`src/ipv_regs.vh`:
```
/*
  Register map and field positions of the interrupt priority and vectoring block.
  Assumes byte addressing on a 32-bit AXI4-Lite bus, one register per aligned word.
*/
`ifndef IPV_REGS_VH
`define IPV_REGS_VH

`define IPV_OFS_CTRL_LOW     5'h00
`define IPV_OFS_CTRL_HIGH    5'h04
`define IPV_OFS_IRQ_STATUS   5'h08
`define IPV_OFS_IRQ_MASK     5'h0c
`define IPV_OFS_VECTOR       5'h10

`define IPV_BIT_GLOBAL_EN    0
`define IPV_BIT_EXT_EN       1
`define IPV_BIT_T0_EN        2
`define IPV_BIT_T1_EN        3
`define IPV_BIT_EXT_FLAG     4
`define IPV_BIT_T0_FLAG      5
`define IPV_BIT_T1_FLAG      6

`define IPV_BIT_T2_EN        0
`define IPV_BIT_ADC_EN       1
`define IPV_BIT_TOUCH_EN     2
`define IPV_BIT_T2_FLAG      4
`define IPV_BIT_ADC_FLAG     5
`define IPV_BIT_TOUCH_FLAG   6

`define IPV_CTRL_LOW_RST     8'h00
`define IPV_CTRL_HIGH_RST    8'h00
`define IPV_CTRL_HIGH_MASK   8'h77
`define IPV_CTRL_LOW_MASK    8'h7f

`define IPV_VEC_EXT          8'h04
`define IPV_VEC_T0           8'h08
`define IPV_VEC_T1           8'h0c
`define IPV_VEC_T2           8'h10
`define IPV_VEC_ADC          8'h14
`define IPV_VEC_TOUCH        8'h18

`define IPV_ST_VECTORED      0
`define IPV_ST_STACK_BLOCK   1
`define IPV_ST_WAKE          2

`endif

```
`src/ipv_arbiter.v`:
```
/*
  Fixed priority pick among six pending sources, index 0 highest.
  Assumes request bits are already qualified by their enables.
*/
`timescale 1ns/1ps
`include "ipv_regs.vh"

module ipv_arbiter (
    input  wire [5:0] req_in,
    output reg  [5:0] grant_out,
    output reg  [7:0] vector_out,
    output wire       any_out
);
    assign any_out = |req_in;

    always @* begin
        grant_out  = 6'h00;
        vector_out = 8'h00;
        if (req_in[0]) begin                       // [RL4]
            grant_out  = 6'h01;
            vector_out = `IPV_VEC_EXT;              // [RL5]
        end else if (req_in[1]) begin
            grant_out  = 6'h02;
            vector_out = `IPV_VEC_T0;
        end else if (req_in[2]) begin
            grant_out  = 6'h04;
            vector_out = `IPV_VEC_T1;
        end else if (req_in[3]) begin
            grant_out  = 6'h08;
            vector_out = `IPV_VEC_T2;
        end else if (req_in[4]) begin
            grant_out  = 6'h10;
            vector_out = `IPV_VEC_ADC;
        end else if (req_in[5]) begin
            grant_out  = 6'h20;
            vector_out = `IPV_VEC_TOUCH;           // [RL8]
        end
    end
endmodule

```
`src/ipv_interrupt_ctrl.v`:
```
/*
  Interrupt controller: two control registers with enables and request flags,
  fixed priority vectoring to the core sequencer, power-down wake-up and an
  AXI4-Lite register slave with a sticky status/mask pair for host interrupts.
  Assumes all event inputs are one-cycle pulses synchronous to clock_in.
*/
// Decided for this implementation: the AXI4-Lite register port and the register offsets.
// Behaviour
// RL1: Control-high bits 0..2 enable the timer 2, converter and touch interrupts.
// RL2: Control-high bits 4..6 are the timer 2, converter and touch request flags.
// RL3: Control-high bits 3 and 7 always read as zero.
// RL4: Pending enabled requests are served external, timer 0, timer 1, timer 2, converter, touch.
// RL5: Vectors are 04h, 08h, 0ch, 10h, 14h and 18h in that priority order.
// RL6: A request flag stays set until serviced or cleared by software.
// RL7: The touch flag is set by the touch sensor completion signal.
// RL8: An enabled, set touch flag with room on the stack calls address 18h.
// RL9: Taking a vector clears its flag and the global enable; the code clears the flag granted at acceptance, even if the vector differs.
// RL10: Power-down ends on any interrupt, port A transition, watchdog or timer overflow.
// RL11: Control-low bit 0 is the global enable; nothing is vectored while it is zero. The code gates only raising the call; a held call is still taken.
// RL12: Return-from-interrupt sets the global enable, a plain return does not.
// RL13: No request is acknowledged while the return stack is full. The code only blocks raising the call; a call already held is still accepted.
// RL14: Software writes to enables and flags store the written value.
// RL15: A hardware flag set wins over a simultaneous software write of zero.
`timescale 1ns/1ps
`include "ipv_regs.vh"

module ipv_interrupt_ctrl (
    input  wire        clock_in,
    input  wire        sys_rst_in,
    // AXI4-Lite slave
    input  wire [4:0]  s_axi_awaddr_in,
    input  wire        s_axi_awvalid_in,
    output reg         s_axi_awready_out,
    input  wire [31:0] s_axi_wdata_in,
    input  wire [3:0]  s_axi_wstrb_in,
    input  wire        s_axi_wvalid_in,
    output reg         s_axi_wready_out,
    output reg  [1:0]  s_axi_bresp_out,
    output reg         s_axi_bvalid_out,
    input  wire        s_axi_bready_in,
    input  wire [4:0]  s_axi_araddr_in,
    input  wire        s_axi_arvalid_in,
    output reg         s_axi_arready_out,
    output reg  [31:0] s_axi_rdata_out,
    output reg  [1:0]  s_axi_rresp_out,
    output reg         s_axi_rvalid_out,
    input  wire        s_axi_rready_in,
    // Peripheral event pulses
    input  wire        ext_event_in,
    input  wire        timer0_ovf_in,
    input  wire        timer1_ovf_in,
    input  wire        timer2_ovf_in,
    input  wire        adc_done_in,
    input  wire        touch_done_in,
    input  wire        porta_wake_in,
    input  wire        wdt_ovf_in,
    // Core sequencer and host interrupt
    input  wire        stack_full_in,
    input  wire        call_ready_in,
    input  wire        return_from_interrupt_instr_exec_in,
    input  wire        power_down_in,
    output reg         call_req_out,
    output reg  [7:0]  call_vector_out,
    output reg         wake_out,
    output reg         irq_out
);
    reg  [7:0] ctrl_low_ff;
    reg  [7:0] ctrl_high_ff;
    reg  [2:0] irq_status_ff;
    reg  [2:0] irq_mask_ff;
    reg        aw_held_ff;
    reg        w_held_ff;
    reg  [4:0] aw_addr_ff;
    reg  [31:0] w_data_ff;
    reg  [3:0] w_strb_ff;
    reg  [7:0] nxt_ctrl_low;
    reg  [7:0] nxt_ctrl_high;
    reg  [2:0] nxt_status;
    reg  [31:0] rd_word;
    reg        rd_hit;

    wire [5:0] flags;
    wire [5:0] enables;
    wire [5:0] grant;
    wire [7:0] vector;
    wire       any_req;
    wire       wr_fire;
    wire       take;
    wire       stack_block;

    assign flags   = {ctrl_high_ff[`IPV_BIT_TOUCH_FLAG], ctrl_high_ff[`IPV_BIT_ADC_FLAG],
                      ctrl_high_ff[`IPV_BIT_T2_FLAG],    ctrl_low_ff[`IPV_BIT_T1_FLAG],
                      ctrl_low_ff[`IPV_BIT_T0_FLAG],     ctrl_low_ff[`IPV_BIT_EXT_FLAG]};
    assign enables = {ctrl_high_ff[`IPV_BIT_TOUCH_EN],   ctrl_high_ff[`IPV_BIT_ADC_EN],    // [RL1]
                      ctrl_high_ff[`IPV_BIT_T2_EN],      ctrl_low_ff[`IPV_BIT_T1_EN],
                      ctrl_low_ff[`IPV_BIT_T0_EN],       ctrl_low_ff[`IPV_BIT_EXT_EN]};

    ipv_arbiter u_arb (
        .req_in     (flags & enables),
        .grant_out  (grant),
        .vector_out (vector),
        .any_out    (any_req)
    );

    // A call is raised only with the global enable set and the stack not full
    assign stack_block = stack_full_in & any_req & ctrl_low_ff[`IPV_BIT_GLOBAL_EN];
    assign take = call_req_out & call_ready_in;
    assign wr_fire = aw_held_ff & w_held_ff & ~s_axi_bvalid_out;

    function [7:0] merge_byte;
        input [7:0] old_val;
        input [31:0] data;
        input [3:0] strb;
        begin
            merge_byte = strb[0] ? data[7:0] : old_val;
        end
    endfunction

    // Control registers: software write first, then hardware effects on top
    always @* begin
        nxt_ctrl_low  = ctrl_low_ff;
        nxt_ctrl_high = ctrl_high_ff;
        if (wr_fire && aw_addr_ff[4:2] == `IPV_OFS_CTRL_LOW >> 2)
            nxt_ctrl_low = merge_byte(ctrl_low_ff, w_data_ff, w_strb_ff)    // [RL14]
                           & `IPV_CTRL_LOW_MASK;
        if (wr_fire && aw_addr_ff[4:2] == `IPV_OFS_CTRL_HIGH >> 2)
            nxt_ctrl_high = merge_byte(ctrl_high_ff, w_data_ff, w_strb_ff)  // [RL14]
                            & `IPV_CTRL_HIGH_MASK;                           // [RL3]
        if (take) begin
            nxt_ctrl_low[`IPV_BIT_GLOBAL_EN] = 1'b0;                         // [RL9]
            if (grant[0]) nxt_ctrl_low[`IPV_BIT_EXT_FLAG]   = 1'b0;
            if (grant[1]) nxt_ctrl_low[`IPV_BIT_T0_FLAG]    = 1'b0;
            if (grant[2]) nxt_ctrl_low[`IPV_BIT_T1_FLAG]    = 1'b0;
            if (grant[3]) nxt_ctrl_high[`IPV_BIT_T2_FLAG]   = 1'b0;
            if (grant[4]) nxt_ctrl_high[`IPV_BIT_ADC_FLAG]  = 1'b0;
            if (grant[5]) nxt_ctrl_high[`IPV_BIT_TOUCH_FLAG] = 1'b0;         // [RL9]
        end
        if (return_from_interrupt_instr_exec_in)
            nxt_ctrl_low[`IPV_BIT_GLOBAL_EN] = 1'b1;                         // [RL12]
        // New events win over clears so none is lost
        if (ext_event_in)  nxt_ctrl_low[`IPV_BIT_EXT_FLAG]   = 1'b1;        // [RL15]
        if (timer0_ovf_in) nxt_ctrl_low[`IPV_BIT_T0_FLAG]    = 1'b1;
        if (timer1_ovf_in) nxt_ctrl_low[`IPV_BIT_T1_FLAG]    = 1'b1;
        if (timer2_ovf_in) nxt_ctrl_high[`IPV_BIT_T2_FLAG]   = 1'b1;        // [RL2]
        if (adc_done_in)   nxt_ctrl_high[`IPV_BIT_ADC_FLAG]  = 1'b1;        // [RL2]
        if (touch_done_in) nxt_ctrl_high[`IPV_BIT_TOUCH_FLAG] = 1'b1;       // [RL7]
    end

    always @(posedge clock_in) begin
        if (sys_rst_in) begin
            ctrl_low_ff  <= `IPV_CTRL_LOW_RST;
            ctrl_high_ff <= `IPV_CTRL_HIGH_RST;
        end else begin
            // Flags hold their value otherwise [RL6]
            ctrl_low_ff  <= nxt_ctrl_low;
            ctrl_high_ff <= nxt_ctrl_high;
        end
    end

    // Vectored call to the core sequencer; held until the core accepts it
    always @(posedge clock_in) begin
        if (sys_rst_in) begin
            call_req_out    <= 1'b0;
            call_vector_out <= 8'h00;
            wake_out        <= 1'b0;
        end else begin
            if (take) begin
                call_req_out <= 1'b0;
            end else if (!call_req_out) begin
                // Global enable gate and stack full gate [RL11] [RL13]
                call_req_out    <= any_req & ctrl_low_ff[`IPV_BIT_GLOBAL_EN]
                                   & ~stack_full_in & ~take;
                call_vector_out <= vector;                                   // [RL4] [RL5] [RL8]
            end
            // Any pending request wakes, even if masked by the global enable
            wake_out <= power_down_in & ((|flags) | ext_event_in | timer0_ovf_in   // [RL10]
                        | timer1_ovf_in | timer2_ovf_in | adc_done_in | touch_done_in
                        | porta_wake_in | wdt_ovf_in);
        end
    end

    // Host interrupt status: set wins over write-one-to-clear
    always @* begin
        nxt_status = irq_status_ff;
        if (wr_fire && aw_addr_ff[4:2] == `IPV_OFS_IRQ_STATUS >> 2 && w_strb_ff[0])
            nxt_status = nxt_status & ~w_data_ff[2:0];
        if (take)        nxt_status[`IPV_ST_VECTORED]    = 1'b1;
        if (stack_block) nxt_status[`IPV_ST_STACK_BLOCK] = 1'b1;
        if (wake_out)    nxt_status[`IPV_ST_WAKE]        = 1'b1;
    end

    always @(posedge clock_in) begin
        if (sys_rst_in) begin
            irq_status_ff <= 3'h0;
            irq_mask_ff   <= 3'h0;
            irq_out       <= 1'b0;
        end else begin
            irq_status_ff <= nxt_status;
            if (wr_fire && aw_addr_ff[4:2] == `IPV_OFS_IRQ_MASK >> 2 && w_strb_ff[0])
                irq_mask_ff <= w_data_ff[2:0];
            irq_out <= |(nxt_status & irq_mask_ff);
        end
    end

    // AXI4-Lite write path: address and data taken in either order
    always @(posedge clock_in) begin
        if (sys_rst_in) begin
            aw_held_ff        <= 1'b0;
            w_held_ff         <= 1'b0;
            aw_addr_ff        <= 5'h00;
            w_data_ff         <= 32'h0000_0000;
            w_strb_ff         <= 4'h0;
            s_axi_awready_out <= 1'b0;
            s_axi_wready_out  <= 1'b0;
            s_axi_bvalid_out  <= 1'b0;
            s_axi_bresp_out   <= 2'b00;
        end else begin
            s_axi_awready_out <= ~aw_held_ff & ~s_axi_awready_out & ~s_axi_bvalid_out;
            s_axi_wready_out  <= ~w_held_ff & ~s_axi_wready_out & ~s_axi_bvalid_out;
            if (s_axi_awvalid_in && s_axi_awready_out) begin
                aw_held_ff        <= 1'b1;
                aw_addr_ff        <= s_axi_awaddr_in;
                s_axi_awready_out <= 1'b0;
            end
            if (s_axi_wvalid_in && s_axi_wready_out) begin
                w_held_ff        <= 1'b1;
                w_data_ff        <= s_axi_wdata_in;
                w_strb_ff        <= s_axi_wstrb_in;
                s_axi_wready_out <= 1'b0;
            end
            if (wr_fire) begin
                aw_held_ff       <= 1'b0;
                w_held_ff        <= 1'b0;
                s_axi_bvalid_out <= 1'b1;
                s_axi_bresp_out  <= (aw_addr_ff > `IPV_OFS_VECTOR) ? 2'b10 : 2'b00;
            end else if (s_axi_bvalid_out && s_axi_bready_in) begin
                s_axi_bvalid_out <= 1'b0;
            end
        end
    end

    // Read decode; unused bit positions come back as zero
    always @* begin
        rd_word = 32'h0000_0000;
        rd_hit  = 1'b1;
        case (s_axi_araddr_in[4:2])
            3'h0:    rd_word[7:0] = ctrl_low_ff;
            3'h1:    rd_word[7:0] = ctrl_high_ff & `IPV_CTRL_HIGH_MASK;     // [RL3]
            3'h2:    rd_word[2:0] = irq_status_ff;
            3'h3:    rd_word[2:0] = irq_mask_ff;
            3'h4:    rd_word = {23'h000000, call_req_out, call_vector_out};
            default: rd_hit = 1'b0;
        endcase
    end

    always @(posedge clock_in) begin
        if (sys_rst_in) begin
            s_axi_arready_out <= 1'b0;
            s_axi_rvalid_out  <= 1'b0;
            s_axi_rdata_out   <= 32'h0000_0000;
            s_axi_rresp_out   <= 2'b00;
        end else begin
            s_axi_arready_out <= ~s_axi_arready_out & ~s_axi_rvalid_out;
            if (s_axi_arvalid_in && s_axi_arready_out) begin
                s_axi_arready_out <= 1'b0;
                s_axi_rvalid_out  <= 1'b1;
                s_axi_rdata_out   <= rd_word;
                s_axi_rresp_out   <= rd_hit ? 2'b00 : 2'b10;
            end else if (s_axi_rvalid_out && s_axi_rready_in) begin
                s_axi_rvalid_out <= 1'b0;
            end
        end
    end
endmodule

```
`config.mk`:
```
export PLATFORM = sky130hd
export DESIGN_NAME = ipv_interrupt_ctrl
export DESIGN_NICKNAME = d
export VERILOG_FILES = /design/src/ipv_arbiter.v /design/src/ipv_interrupt_ctrl.v
export VERILOG_INCLUDE_DIRS = /design/src /design/src/src
export SDC_FILE = /design/constraint.sdc
export NUM_CORES = 1
export LEC_CHECK = 0
export ABC_CLOCK_PERIOD_IN_PS = 1900
export CORE_MARGIN = 4
export CORE_UTILIZATION = 62
export CTS_CLUSTER_DIAMETER = 200
export DETAILED_ROUTE_END_ITERATION = 8
export DONT_BUFFER_PORTS = 1
export GPL_ROUTABILITY_DRIVEN = 1
export PLACE_DENSITY_LB_ADDON = 0.3
export SETUP_SLACK_MARGIN = 0.5
export SLEW_MARGIN = 5
export SYNTH_ARGS = -nofsm -noshare
export SYNTH_HDL_FRONTEND = slang
export SYNTH_SLANG_ARGS = --single-unit
```
`constraint.sdc`:
```
create_clock -name clock_in -period 1.9 [get_ports clock_in]
set_input_delay 0.38 -clock clock_in [delete_from_list [all_inputs] [get_ports clock_in]]
set_output_delay 0.38 -clock clock_in [all_outputs]
set_load 0.005 [all_outputs]
```
==> reports/qor.yml, run 1 <==
power:
  power_per_cell_area_mw_per_mm2: 742
  internal_power_mw: 1.55
  seq_power_share: 0.604
  p_leak_nw: 1.08
  vdd_ir_drop_max_mv: 0.504
  p_clk_frac: 0.331
  switching_share: 0.247
  p_comb_frac: 0.064
  p_switching_mw: 0.508
hold_path:
  hp-class: "in2reg"
timing:
  rsz0062_at_grt: "yes"
  fmax_mhz: 691
  fin_setup_tns_ns: 0
  clock_skew_ns: 0.00682
  hold_viol: 0
  fin_crit_ns: 1.45
  setup_viol: 0
  worst_hold_slack_ns: 0.121
  slew_violations: 0
  fin_crit_sh: 0.762
detailed_routing:
  drt_iter0_drc: 117
  drt-total-wl_um: 5920
  wire_per_inst_um: 16.4
  drt_pass1_iterations: 4
  dr_total_vias: 2118
  postRouteAntennaNets: 0
  via_per_inst: 5.88
  drc: 0
clocking:
  cts_hold_buf: 0
  cts_root_buf: "clkbuf_8"
  tritoncts: "yes"
  clk_latency_ns: 0.31
  clk_pin_slew_worst_paths_ns: 0.10
  htree_levels: 2
  clockBufferDepth: 2
  clock-sinks: 55
  cts_buffers: 5
setup_path:
  crit_arrival_ns: 1.66
  cp_cell_sequence: "and3b_2 > nand3_4 > mux2_4 > a22o_1"
  cp_top_family: "simple AND/OR/NAND/NOR gates"
  worst-setup-path-type: "reg2reg"
  cp-start-kind: "flop"
  required_ns: 2.11
  end_kind: "flop"
  timing.critical_path.slowest_cell_delay_ns: 0.37
  cp_num_buf_inv: 0
  path_max_fanout: 6
  crit_slowest_cell: "dfxtp_4"
logic_synthesis:
  async_flop_share: 0
  ys_ff_latch: 55
  synth-simple-area-share: 0.218
  ys_seq_area_frac: 0.414
  synth_warnings: 0
  synth_compound_area_frac: 0.153
  synth_area_sq_mm: 0.00266
  muxShareOfSynthArea: 0.0879
  ys_types: 51
  synthCells: 309
  ys.flop_type: "dfxtp_1"
  synth_edf_count: 0
  syn_area_per_cell_sq_um: 8.61
  synth_xor_xnor_area_share: 0
  synth_top_family_by_area: "simple AND/OR/NAND/NOR gates"
  synth_fa_ha_area_frac: 0
run:
  max_cap_violations: 0
finish:
  drive_above_1_share: 0.155
  final_nets: 374
  num_antenna_cells: 0
  multi_input_area_sq_mm: 0.00138
  final_util: 0.678
  fill_cells: 351
  areaGrowthSynthToFinish_pct: 4.09
  seq_area_sq_mm: 0.00112
global_routing:
  grt_pass1_vias: 1893
  grt_start_max_net_pins: 56
  grtUsageTotal: 0.214
  overflow: 0
  grt_pass1_wl_um: 9030
  antenna_found_initial: 0
place:
  port-buffer-count: 0
  gp_congestion: 0.897
  place_hpwl_um: 4090
outcome:
  status: "finished clean"
floorplan:
  ios: 117
  die_y_um: 73.5
  core_sq_mm: 0.00409
  die_w_um: 73.5
  die_area_sq_mm: 0.00540
  initial_core_util: 0.651
  num_rows: 23
==> stage by stage <==
| stage | worst slack [ns] | std cells | instance area (sq um) | total power [mW] |
|---|---|---|---|---|
| 2_1_floorplan | 0.544 | 339 | 2770 | 1.43 |
| 3_3_place_gp | 0.334 | 342 | 2530 | 1.38 |
| 3_5_place_dp | 0.306 | 342 | 2530 | 1.39 |
| 4_1_cts | 0.465 | 358 | 2720 | 2.06 |
| 5_1_grt | 0.388 | 360 | 2770 | 2.14 |
| 6_report | 0.453 | 360 | 2770 | 2.06 |
==> state kept, by name, indices dropped and copies added, names as in the netlist <==
signal	flops
s_axi_bresp_out	1
call_req_out	1
ctrl_high_ff	6
s_axi_rdata_out	8
aw_addr_ff	5
w_held_ff	1
s_axi_wready_out	1
s_axi_arready_out	1
s_axi_bvalid_out	1
irq_out	1
irq_mask_ff	3
w_data_ff	7
s_axi_awready_out	1
aw_held_ff	1
w_strb_ff	1
s_axi_rresp_out	1
s_axi_rvalid_out	1
ctrl_low_ff	7
call_vector_out	3
irq_status_ff	3
wake_out	1
==> final cells by class <==
class	count	area share
well taps	50	0.0226
clock buffers	6	0.0298
repair buffers	10	0.0285
multi-input cells	229	0.498
clock inverters	2	0.00587
flip-flops and latches	55	0.404
inverters	8	0.0108
==> worst paths after layout <==
kind,start,to,cells past startpoint,slack [ns]
max,s_axi_bvalid_out$_SDFFE_PP0P_,ctrl_low_ff[0]$_SDFFE_PP0P_,4,0.45
min,sys_rst_in,s_axi_arready_out$_SDFF_PP0_,1,0.12
min reg2reg,aw_held_ff$_SDFFE_PP0P_,s_axi_awready_out$_SDFF_PP0_,1,0.45
max reg2reg,s_axi_bvalid_out$_SDFFE_PP0P_,ctrl_low_ff[0]$_SDFFE_PP0P_,4,0.45
==> synth_stat cells (3+ instances only) <==
library cell	count	area [sq um]
a32o_1	3	30.0
nor2_1	30	113
nand3b_1	3	22.5
a21oi_1	30	150
nand2_1	37	139
mux2_2	3	33.8
a22oi_1	7	52.6
inv_1	8	30.0
buf_2	4	20.0
nand3_1	11	55.1
o22ai_1	3	18.8
nor3_1	4	20.0
nor4_1	7	43.8
dfxtp_1	55	1100
mux2i_1	14	140
nor2b_1	4	25.0
buf_4	33	248
nand4_1	3	18.8
o21ai_0	3	15.0
clkbuf_1	9	33.8
==> cells by family after synthesis <==
logic type / after synthesis
compound gates: 63
buf+inv: 55
mux: 20
other cells: 1
flops: 55
simple gates: 115
==> cell usage in the layout, fill, tap and decap left out, types with 4 or more instances in the layout <==
master,count
mux2i_1,14
inv_1,8
conb_1,31
clkbuf_8,6
buf_4,9
nand2_1,36
a22oi_1,6
a21oi_1,30
nor3_1,4
nor4_1,7
dfxtp_2,6
dfxtp_1,46
nor2_1,30
nand3_1,11
==> power by group through the flow <==
stage | logic, mW | registers (mW) | clock network, mW
2_1_floorplan | 0.182 | 1.25 | 0
3_3_place_gp | 0.116 | 1.27 | 0
3_5_place_dp | 0.119 | 1.27 | 0
4_1_cts | 0.126 | 1.24 | 0.698
5_1_grt | 0.151 | 1.25 | 0.744
6_report | 0.132 | 1.24 | 0.681
==> metal layers <==
layer,share of wire,track usage
met1,0.43,0.279
met2,0.47,0.343
met3,0.088,0.0616
met4,0.016,0.0684
met5,0,0
==> timing repair <==
action | CTS | global route
setup endpoints to repair | 12 | 15
cloned | 0 | 0
pin swaps | 3 | 5
buffers inserted | 8 | 2
resized for setup | 12 | 10
(Power assumes the default switching activity.)
==> run 2, diff against run 1 <==
--- a/config.mk
+++ b/config.mk
@@ -6,9 +6,9 @@
 export SDC_FILE = /design/constraint.sdc
 export NUM_CORES = 1
 export LEC_CHECK = 0
-export ABC_CLOCK_PERIOD_IN_PS = 1900
+export ABC_CLOCK_PERIOD_IN_PS = 1200
 export CORE_MARGIN = 4
-export CORE_UTILIZATION = 62
+export CORE_UTILIZATION = 56
 export CTS_CLUSTER_DIAMETER = 200
 export DETAILED_ROUTE_END_ITERATION = 8
 export DONT_BUFFER_PORTS = 1
==> constraint.sdc (replaced) <==
create_clock -name clock_in -period 1.2 [get_ports clock_in]
set_input_delay 0.24 -clock clock_in [delete_from_list [all_inputs] [get_ports clock_in]]
set_output_delay 0.24 -clock clock_in [all_outputs]
set_load 0.005 [all_outputs]
==> reports/qor.yml, run 2 (synthesis results as in run 1) <==
clocking:
  cts_root_buf: "clkbuf_8"  # unchanged
  clockBufferDepth: 2  # unchanged
  clk_latency_ns: 0.31  # about the same
  htree_levels: 2  # unchanged
  clock-sinks: 55  # unchanged
  cts_buffers: 5  # unchanged
  tritoncts: "yes"  # unchanged
  clk_pin_slew_worst_paths_ns: 0.09  # was 0.10 ns
timing:
  fin_crit_ns: 1.54  # was 1.45 ns
  slew_violations: 0  # unchanged
  fin_crit_sh: 1.28  # was 0.762
  rsz0062_at_grt: "yes"  # unchanged
  hold_viol: 9  # was 0
  setup_ws_ns: -0.336  # was 0.453 ns
  fmax_mhz: 651  # was 691 MHz
  setup_viol: 27  # was 0
  worst_hold_slack_ns: -0.00776  # was 0.121 ns
  clock_skew_ns: 0.00406  # was 0.00682 ns
floorplan:
  core_sq_mm: 0.00447  # was 0.00409 sq mm
  die_w_um: 76.9  # was 73.5 um
  die_y_um: 76.9  # was 73.5 um
  num_rows: 24  # was 23
  initial_core_util: 0.595  # was 0.651
  ios: 117  # unchanged
  die_area_sq_mm: 0.00592  # was 0.00540 sq mm
finish:
  num_antenna_cells: 0  # unchanged
  top_regs: "s_axi_rdata_out x8, ctrl_low_ff x7, w_data_ff x7"  # unchanged
  fill_cells: 246  # was 351
  final_nets: 427  # was 374
  largest_reg_flops: 8  # unchanged
  seq_area_sq_mm: 0.00116  # was 0.00112 sq mm
  multi_input_area_sq_mm: 0.00179  # was 0.00138 sq mm
  regMostFlops: "s_axi_rdata_out"  # unchanged
  areaGrowthSynthToFinish_pct: 38.9  # was 4.09%
  drive_above_1_share: 0.515  # was 0.155
  final_cells: 415  # was 360
  layout_common_cells: "buf_4 (32), conb_1 (31), nor2_1 (29), buf_6 (29), dfxtp_2 (27)"  # was dfxtp_1 (46), nand2_1 (36), conb_1 (31)
  mostFrequentLayoutCell: "buf_4"  # was dfxtp_1
setup_path:
  r2r_cells: 5  # was 4
  endpoint: "irq_out$_SDFF_PP0_"  # was ctrl_low_ff[0]$_SDFFE_PP0P_
  critPathLaunch: "ctrl_high_ff[2]$_SDFFE_PP0P_"  # was s_axi_bvalid_out$_SDFFE_PP0P_
  path_max_fanout: 2  # was 6
  cp-start-kind: "flop"  # unchanged
  crit_arrival_ns: 1.73  # was 1.66 ns
  worst-setup-path-type: "reg2reg"  # unchanged
  cp_top_family: "compound AO/OA/AOI/OAI gates"  # was simple AND/OR/NAND/NOR gates
  r2r_setup_slack_ns: -0.34  # was 0.45 ns
  worst-path-stages: 5  # was 4
  r2r_end: "irq_out$_SDFF_PP0_"  # was ctrl_low_ff[0]$_SDFFE_PP0P_
  cp_num_buf_inv: 1  # was 0
  cp_cell_sequence: "a222oi_1 > buf_4 > nand3_4 > a32oi_2 > o22ai_1"  # was and3b_2 > nand3_4 > mux2_4 > a22o_1
  r2r-start: "ctrl_high_ff[2]$_SDFFE_PP0P_"  # was s_axi_bvalid_out$_SDFFE_PP0P_
  end_kind: "flop"  # unchanged
  timing.critical_path.slowest_cell_delay_ns: 0.45  # was 0.37 ns
  required_ns: 1.40  # was 2.11 ns
  crit_slowest_cell: "a222oi_1"  # was dfxtp_4
detailed_routing:
  postRouteAntennaNets: 0  # unchanged
  drt-total-wl_um: 7670  # was 5920 um
  drc: 0  # unchanged
  wire_per_inst_um: 18.5  # was 16.4 um
  drt_pass1_iterations: 4  # unchanged
  drt_iter0_drc: 162  # was 117
  dr_total_vias: 2465  # was 2118
  via_per_inst: 5.94  # was 5.88
global_routing:
  overflow: 0  # unchanged
  grt_pass1_wl_um: 11600  # was 9030 um
  grtUsageTotal: 0.242  # was 0.214
  antenna_found_initial: 0  # unchanged
  grt_pass1_vias: 2297  # was 1893
  grt_start_max_net_pins: 56  # unchanged
place:
  gp_congestion: 0.903  # was 0.897
  place_hpwl_um: 4510  # was 4090 um
  placed_cells: 379  # was 342
  pre_cts_slack_ns: -0.261  # was 0.306 ns
  port-buffer-count: 0  # unchanged
power:
  p_leak_nw: 1.49  # was 1.08 nW
  power_mw: 3.44  # was 2.06 mW
  power_per_cell_area_mw_per_mm2: 930  # was 742 mW/mm^2
  vdd_ir_drop_max_mv: 0.864  # was 0.504 mV
hold_path:
  hp-class: "in2reg"  # unchanged
  min-delay-start: "sys_rst_in"  # unchanged
run:
  max_cap_violations: 0  # unchanged
outcome:
  violations: "hold timing, setup timing"
  status: "complete, but fails checks"  # was finished clean
## run 2: cell count changes in the layout (fill, tap and decap cells not counted), moves of 7 or more
cell | before | now
a21oi_1 | 30 | 11
nand2_1 | 36 | 20
buf_6 | 1 | 29
dfxtp_1 | 46 | 20
nand3_1 | 11 | 4
a21oi_2 | 0 | 19
nand2_2 | 1 | 12
buf_4 | 9 | 32
dfxtp_2 | 6 | 27
## run 2: cell type report
type	count	area share
clock buffers	7	0.0206
clock inverters	1	0.00135
inverters	8	0.00812
multi-input cells	231	0.484
flip-flops and latches	55	0.315
well taps	52	0.0176
repair buffers	61	0.153
## run 2: worst min path at each step
| stage | slack, ns | endpoint | depth (start not counted) |
|---|---|---|---|
| after floorplan | 0.36 | ctrl_high_ff[4]$_SDFF_PP0_ | 2 |
| after global placement | 0.30 | s_axi_arready_out$_SDFF_PP0_ | 1 |
| after detailed placement | 0.30 | s_axi_arready_out$_SDFF_PP0_ | 1 |
| after CTS | -0.03 | aw_addr_ff[2]$_SDFFE_PP0P_ | 1 |
| after global routing | -0.04 | aw_addr_ff[2]$_SDFFE_PP0P_ | 1 |
| final | -0.008 | aw_addr_ff[4]$_SDFFE_PP0P_ | 1 |
## run 2: per-layer routing
metal  global-route usage  routed length [um]  vias to the layer above
li1                     -                   -                     1151
met1                0.307                3030                     1194
met2                0.396                3910                      108
met3               0.0714                 609                       12
met4               0.0725                 125                        0
met5                    0                   0                        -
## run 2: repair_timing
action                                  in CTS  in global routing
pin swaps                                   43                 28
buffers inserted                            11                 15
gates resized for setup                     87                 52
endpoints found under the setup margin      75                 75
endpoints found under the hold margin       50                 50
gates cloned                                 1                  1
## run 2: metrics by stage
step | instance area (sq um) | utilization | TNS [ns] | hold slack, ns
2_1_floorplan | 2960 | - | -0.554 | 0.362
3_3_place_gp | 2880 | 0.645 | -1.55 | 0.304
3_5_place_dp | 2880 | 0.645 | -1.60 | 0.304
4_1_cts | 3350 | 0.749 | -2.25 | -0.0337
5_1_grt | 3700 | 0.826 | -5.44 | -0.0376
6_report | 3700 | 0.826 | -4.04 | -0.00776
## run 2: worst reg2reg max path, stage by stage (launching register included)
cell	delay, ns
dfxtp_2	0.33
a222oi_1	0.45
buf_4	0.22
nand3_4	0.08
a32oi_2	0.25
o22ai_1	0.09
## run 2: report_power, final
part / internal (mW) / total, mW / leakage, nW / switching, mW
clock network: 0.412 / 1.00 / 0.0422 / 0.592
registers: 1.89 / 1.97 / 0.466 / 0.0845
logic: 0.242 / 0.464 / 0.978 / 0.222
total: 2.54 / 3.44 / 1.49 / 0.898
==> run 3, diff against run 2 <==
--- a/config.mk
+++ b/config.mk
@@ -13,7 +13,7 @@
 export DETAILED_ROUTE_END_ITERATION = 8
 export DONT_BUFFER_PORTS = 1
 export GPL_ROUTABILITY_DRIVEN = 1
-export PLACE_DENSITY_LB_ADDON = 0.3
+export PLACE_DENSITY = 0.74
 export SETUP_SLACK_MARGIN = 0.5
 export SLEW_MARGIN = 5
 export SYNTH_ARGS = -nofsm -noshare
==> reports/qor.yml, run 3 (synthesis results as in run 1) <==
outcome:
  status: "complete, but fails checks"  # unchanged
  violations: "hold timing, setup timing"  # unchanged
global_routing:
  grtUsageTotal: 0.230  # was 0.242
  overflow: 0  # unchanged
  antenna_found_initial: 0  # unchanged
  grt_start_max_net_pins: 56  # unchanged
  grt_pass1_vias: 2265  # was 2297
  grt_pass1_wl_um: 11000  # was 11600 um
clocking:
  cts_root_buf: "clkbuf_8"  # unchanged
  clockBufferDepth: 2  # unchanged
  htree_levels: 2  # unchanged
  cts_buffers: 5  # unchanged
  clk_latency_ns: 0.31  # about the same
  clock-sinks: 55  # unchanged
  clk_pin_slew_worst_paths_ns: 0.09  # about the same
  tritoncts: "yes"  # unchanged
detailed_routing:
  via_per_inst: 5.98  # was 5.94
  postRouteAntennaNets: 0  # unchanged
  drt-total-wl_um: 7600  # was 7670 um
  drt_iter0_drc: 125  # was 162
  dr_total_vias: 2388  # was 2465
  drt_pass1_iterations: 4  # unchanged
  drc: 0  # unchanged
  wire_per_inst_um: 19.1  # was 18.5 um
floorplan:
  ios: 117  # unchanged
  num_rows: 24  # unchanged
  core_sq_mm: 0.00447  # unchanged
  initial_core_util: 0.595  # unchanged
  die_y_um: 76.9  # unchanged
  die_w_um: 76.9  # unchanged
  die_area_sq_mm: 0.00592  # unchanged
timing:
  clock_skew_ns: 0.00429  # was 0.00406 ns
  setup_ws_ns: -0.254  # was -0.336 ns
  fmax_mhz: 688  # was 651 MHz
  slew_violations: 0  # unchanged
  rsz0062_at_grt: "yes"  # unchanged
  fin_crit_ns: 1.45  # was 1.54 ns
  fin_crit_sh: 1.21  # was 1.28
  worst_hold_slack_ns: -0.0242  # was -0.00776 ns
  setup_viol: 27  # unchanged
  hold_viol: 14  # was 9
setup_path:
  worst-setup-path-type: "reg2reg"  # unchanged
  cp-start-kind: "flop"  # unchanged
  crit_slowest_cell: "a222oi_1"  # unchanged
  crit_arrival_ns: 1.65  # was 1.73 ns
  cp_num_buf_inv: 0  # was 1
  required_ns: 1.40  # about the same
  path_max_fanout: 2  # unchanged
  cp_cell_sequence: "a222oi_1 > nand3_1 > a32oi_2 > o22ai_1"  # was a222oi_1 > buf_4 > nand3_4 > a32oi_2 > o22ai_1
  timing.critical_path.slowest_cell_delay_ns: 0.46  # was 0.45 ns
  r2r_cells: 4  # was 5
  r2r_setup_slack_ns: -0.25  # was -0.34 ns
  r2r_end: "irq_out$_SDFF_PP0_"  # unchanged
  r2r-start: "ctrl_high_ff[6]$_SDFF_PP0_"  # was ctrl_high_ff[2]$_SDFFE_PP0P_
  cp_top_family: "compound AO/OA/AOI/OAI gates"  # unchanged
  end_kind: "flop"  # unchanged
finish:
  mostFrequentLayoutCell: "conb_1"  # was buf_4
  fill_cells: 297  # was 246
  num_antenna_cells: 0  # unchanged
  drive_above_1_share: 0.490  # was 0.515
  largest_reg_flops: 8  # unchanged
  multi_input_area_sq_mm: 0.00176  # was 0.00179 sq mm
  top_regs: "s_axi_rdata_out x8, ctrl_low_ff x7, w_data_ff x7"  # unchanged
  areaGrowthSynthToFinish_pct: 33.8  # was 38.9%
  final_nets: 412  # was 427
  regMostFlops: "s_axi_rdata_out"  # unchanged
  seq_area_sq_mm: 0.00116  # about the same
  layout_common_cells: "conb_1 (31), nor2_1 (30), dfxtp_2 (27)"  # was buf_4 (32), conb_1 (31), nor2_1 (29), buf_6 (29), dfxtp_2 (27)
place:
  gp_congestion: 0.898  # was 0.903
  port-buffer-count: 0  # unchanged
  pre_cts_slack_ns: -0.190  # was -0.261 ns
  place_hpwl_um: 4460  # was 4510 um
power:
  power_mw: 3.61  # was 3.44 mW
  p_leak_nw: 1.42  # was 1.49 nW
  power_per_cell_area_mw_per_mm2: 1010  # was 930 mW/mm^2
  vdd_ir_drop_max_mv: 0.634  # was 0.864 mV
hold_path:
  min-delay-start: "sys_rst_in"  # unchanged
  hold-path-cell-count: 1  # unchanged
  holdPathEnd: "aw_addr_ff[4]$_SDFFE_PP0P_"  # unchanged
  hp-class: "in2reg"  # unchanged
run:
  max_cap_violations: 0  # unchanged
-- run 3: cell types whose count changed in the layout (fill, tap and decap cells not counted), moves of 2 or more --
cell / previous run / this run
a21oi_2: 19 / 21
buf_6: 29 / 21
buf_4: 32 / 23
a21oi_1: 11 / 9
-- run 3: how the worst max path moves through the flow --
stage | start | endpoint | slack, ns | depth (start not counted)
2_1_floorplan | s_axi_bvalid_out$_SDFFE_PP0P_ | ctrl_low_ff[0]$_SDFFE_PP0P_ | -0.11 | 4
3_3_place_gp | ctrl_high_ff[2]$_SDFFE_PP0P_ | irq_out$_SDFF_PP0_ | -0.17 | 4
3_5_place_dp | ctrl_high_ff[2]$_SDFFE_PP0P_ | irq_out$_SDFF_PP0_ | -0.19 | 4
4_1_cts | ctrl_high_ff[2]$_SDFFE_PP0P_ | irq_out$_SDFF_PP0_ | -0.20 | 4
5_1_grt | ctrl_high_ff[6]$_SDFF_PP0_ | irq_out$_SDFF_PP0_ | -0.32 | 4
6_report | ctrl_high_ff[6]$_SDFF_PP0_ | irq_out$_SDFF_PP0_ | -0.25 | 4
-- run 3: layout make-up --
| type | count | share of cell area |
|---|---|---|
| Timing Repair Buffer | 46 | 0.125 |
| Multi-Input combinational cell | 231 | 0.494 |
| Clock inverter | 1 | 0.00843 |
| Inverter | 8 | 0.00843 |
| Clock buffer | 6 | 0.0204 |
| Tap cell | 52 | 0.0183 |
| Sequential cell | 55 | 0.326 |
-- run 3: layer usage --
layer / track usage / wire length [um]
met3: 0.0644 / 542
met5: 0 / 0
met2: 0.393 / 3970
met4: 0.0743 / 168
met1: 0.278 / 2920
-- run 3: report_power, final --
part / switching, mW / total (mW) / internal, mW
sequential: 0.0870 / 1.98 / 1.89
combinational: 0.210 / 0.426 / 0.217
clock: 0.595 / 1.21 / 0.613
-- run 3: repair_timing --
action	CTS	global route
pin swaps	31	23
gates resized for setup	83	44
setup endpoints to repair	75	75
hold endpoints to repair	50	50
buffers inserted	5	8
cloned	1	1
-- run 3: stage by stage --
step                setup TNS, ns   util  cell area [sq um]  instances  hold WS [ns]
global placement            -1.45  0.641               2870        377         0.305
global route                -4.58  0.796               3560        399       -0.0414
detailed placement          -1.63  0.641               2870        377         0.304
floorplan                  -0.554      -               2960        339         0.362
CTS                         -2.14  0.735               3290        390       -0.0367
finish                      -3.06  0.796               3560        399       -0.0242
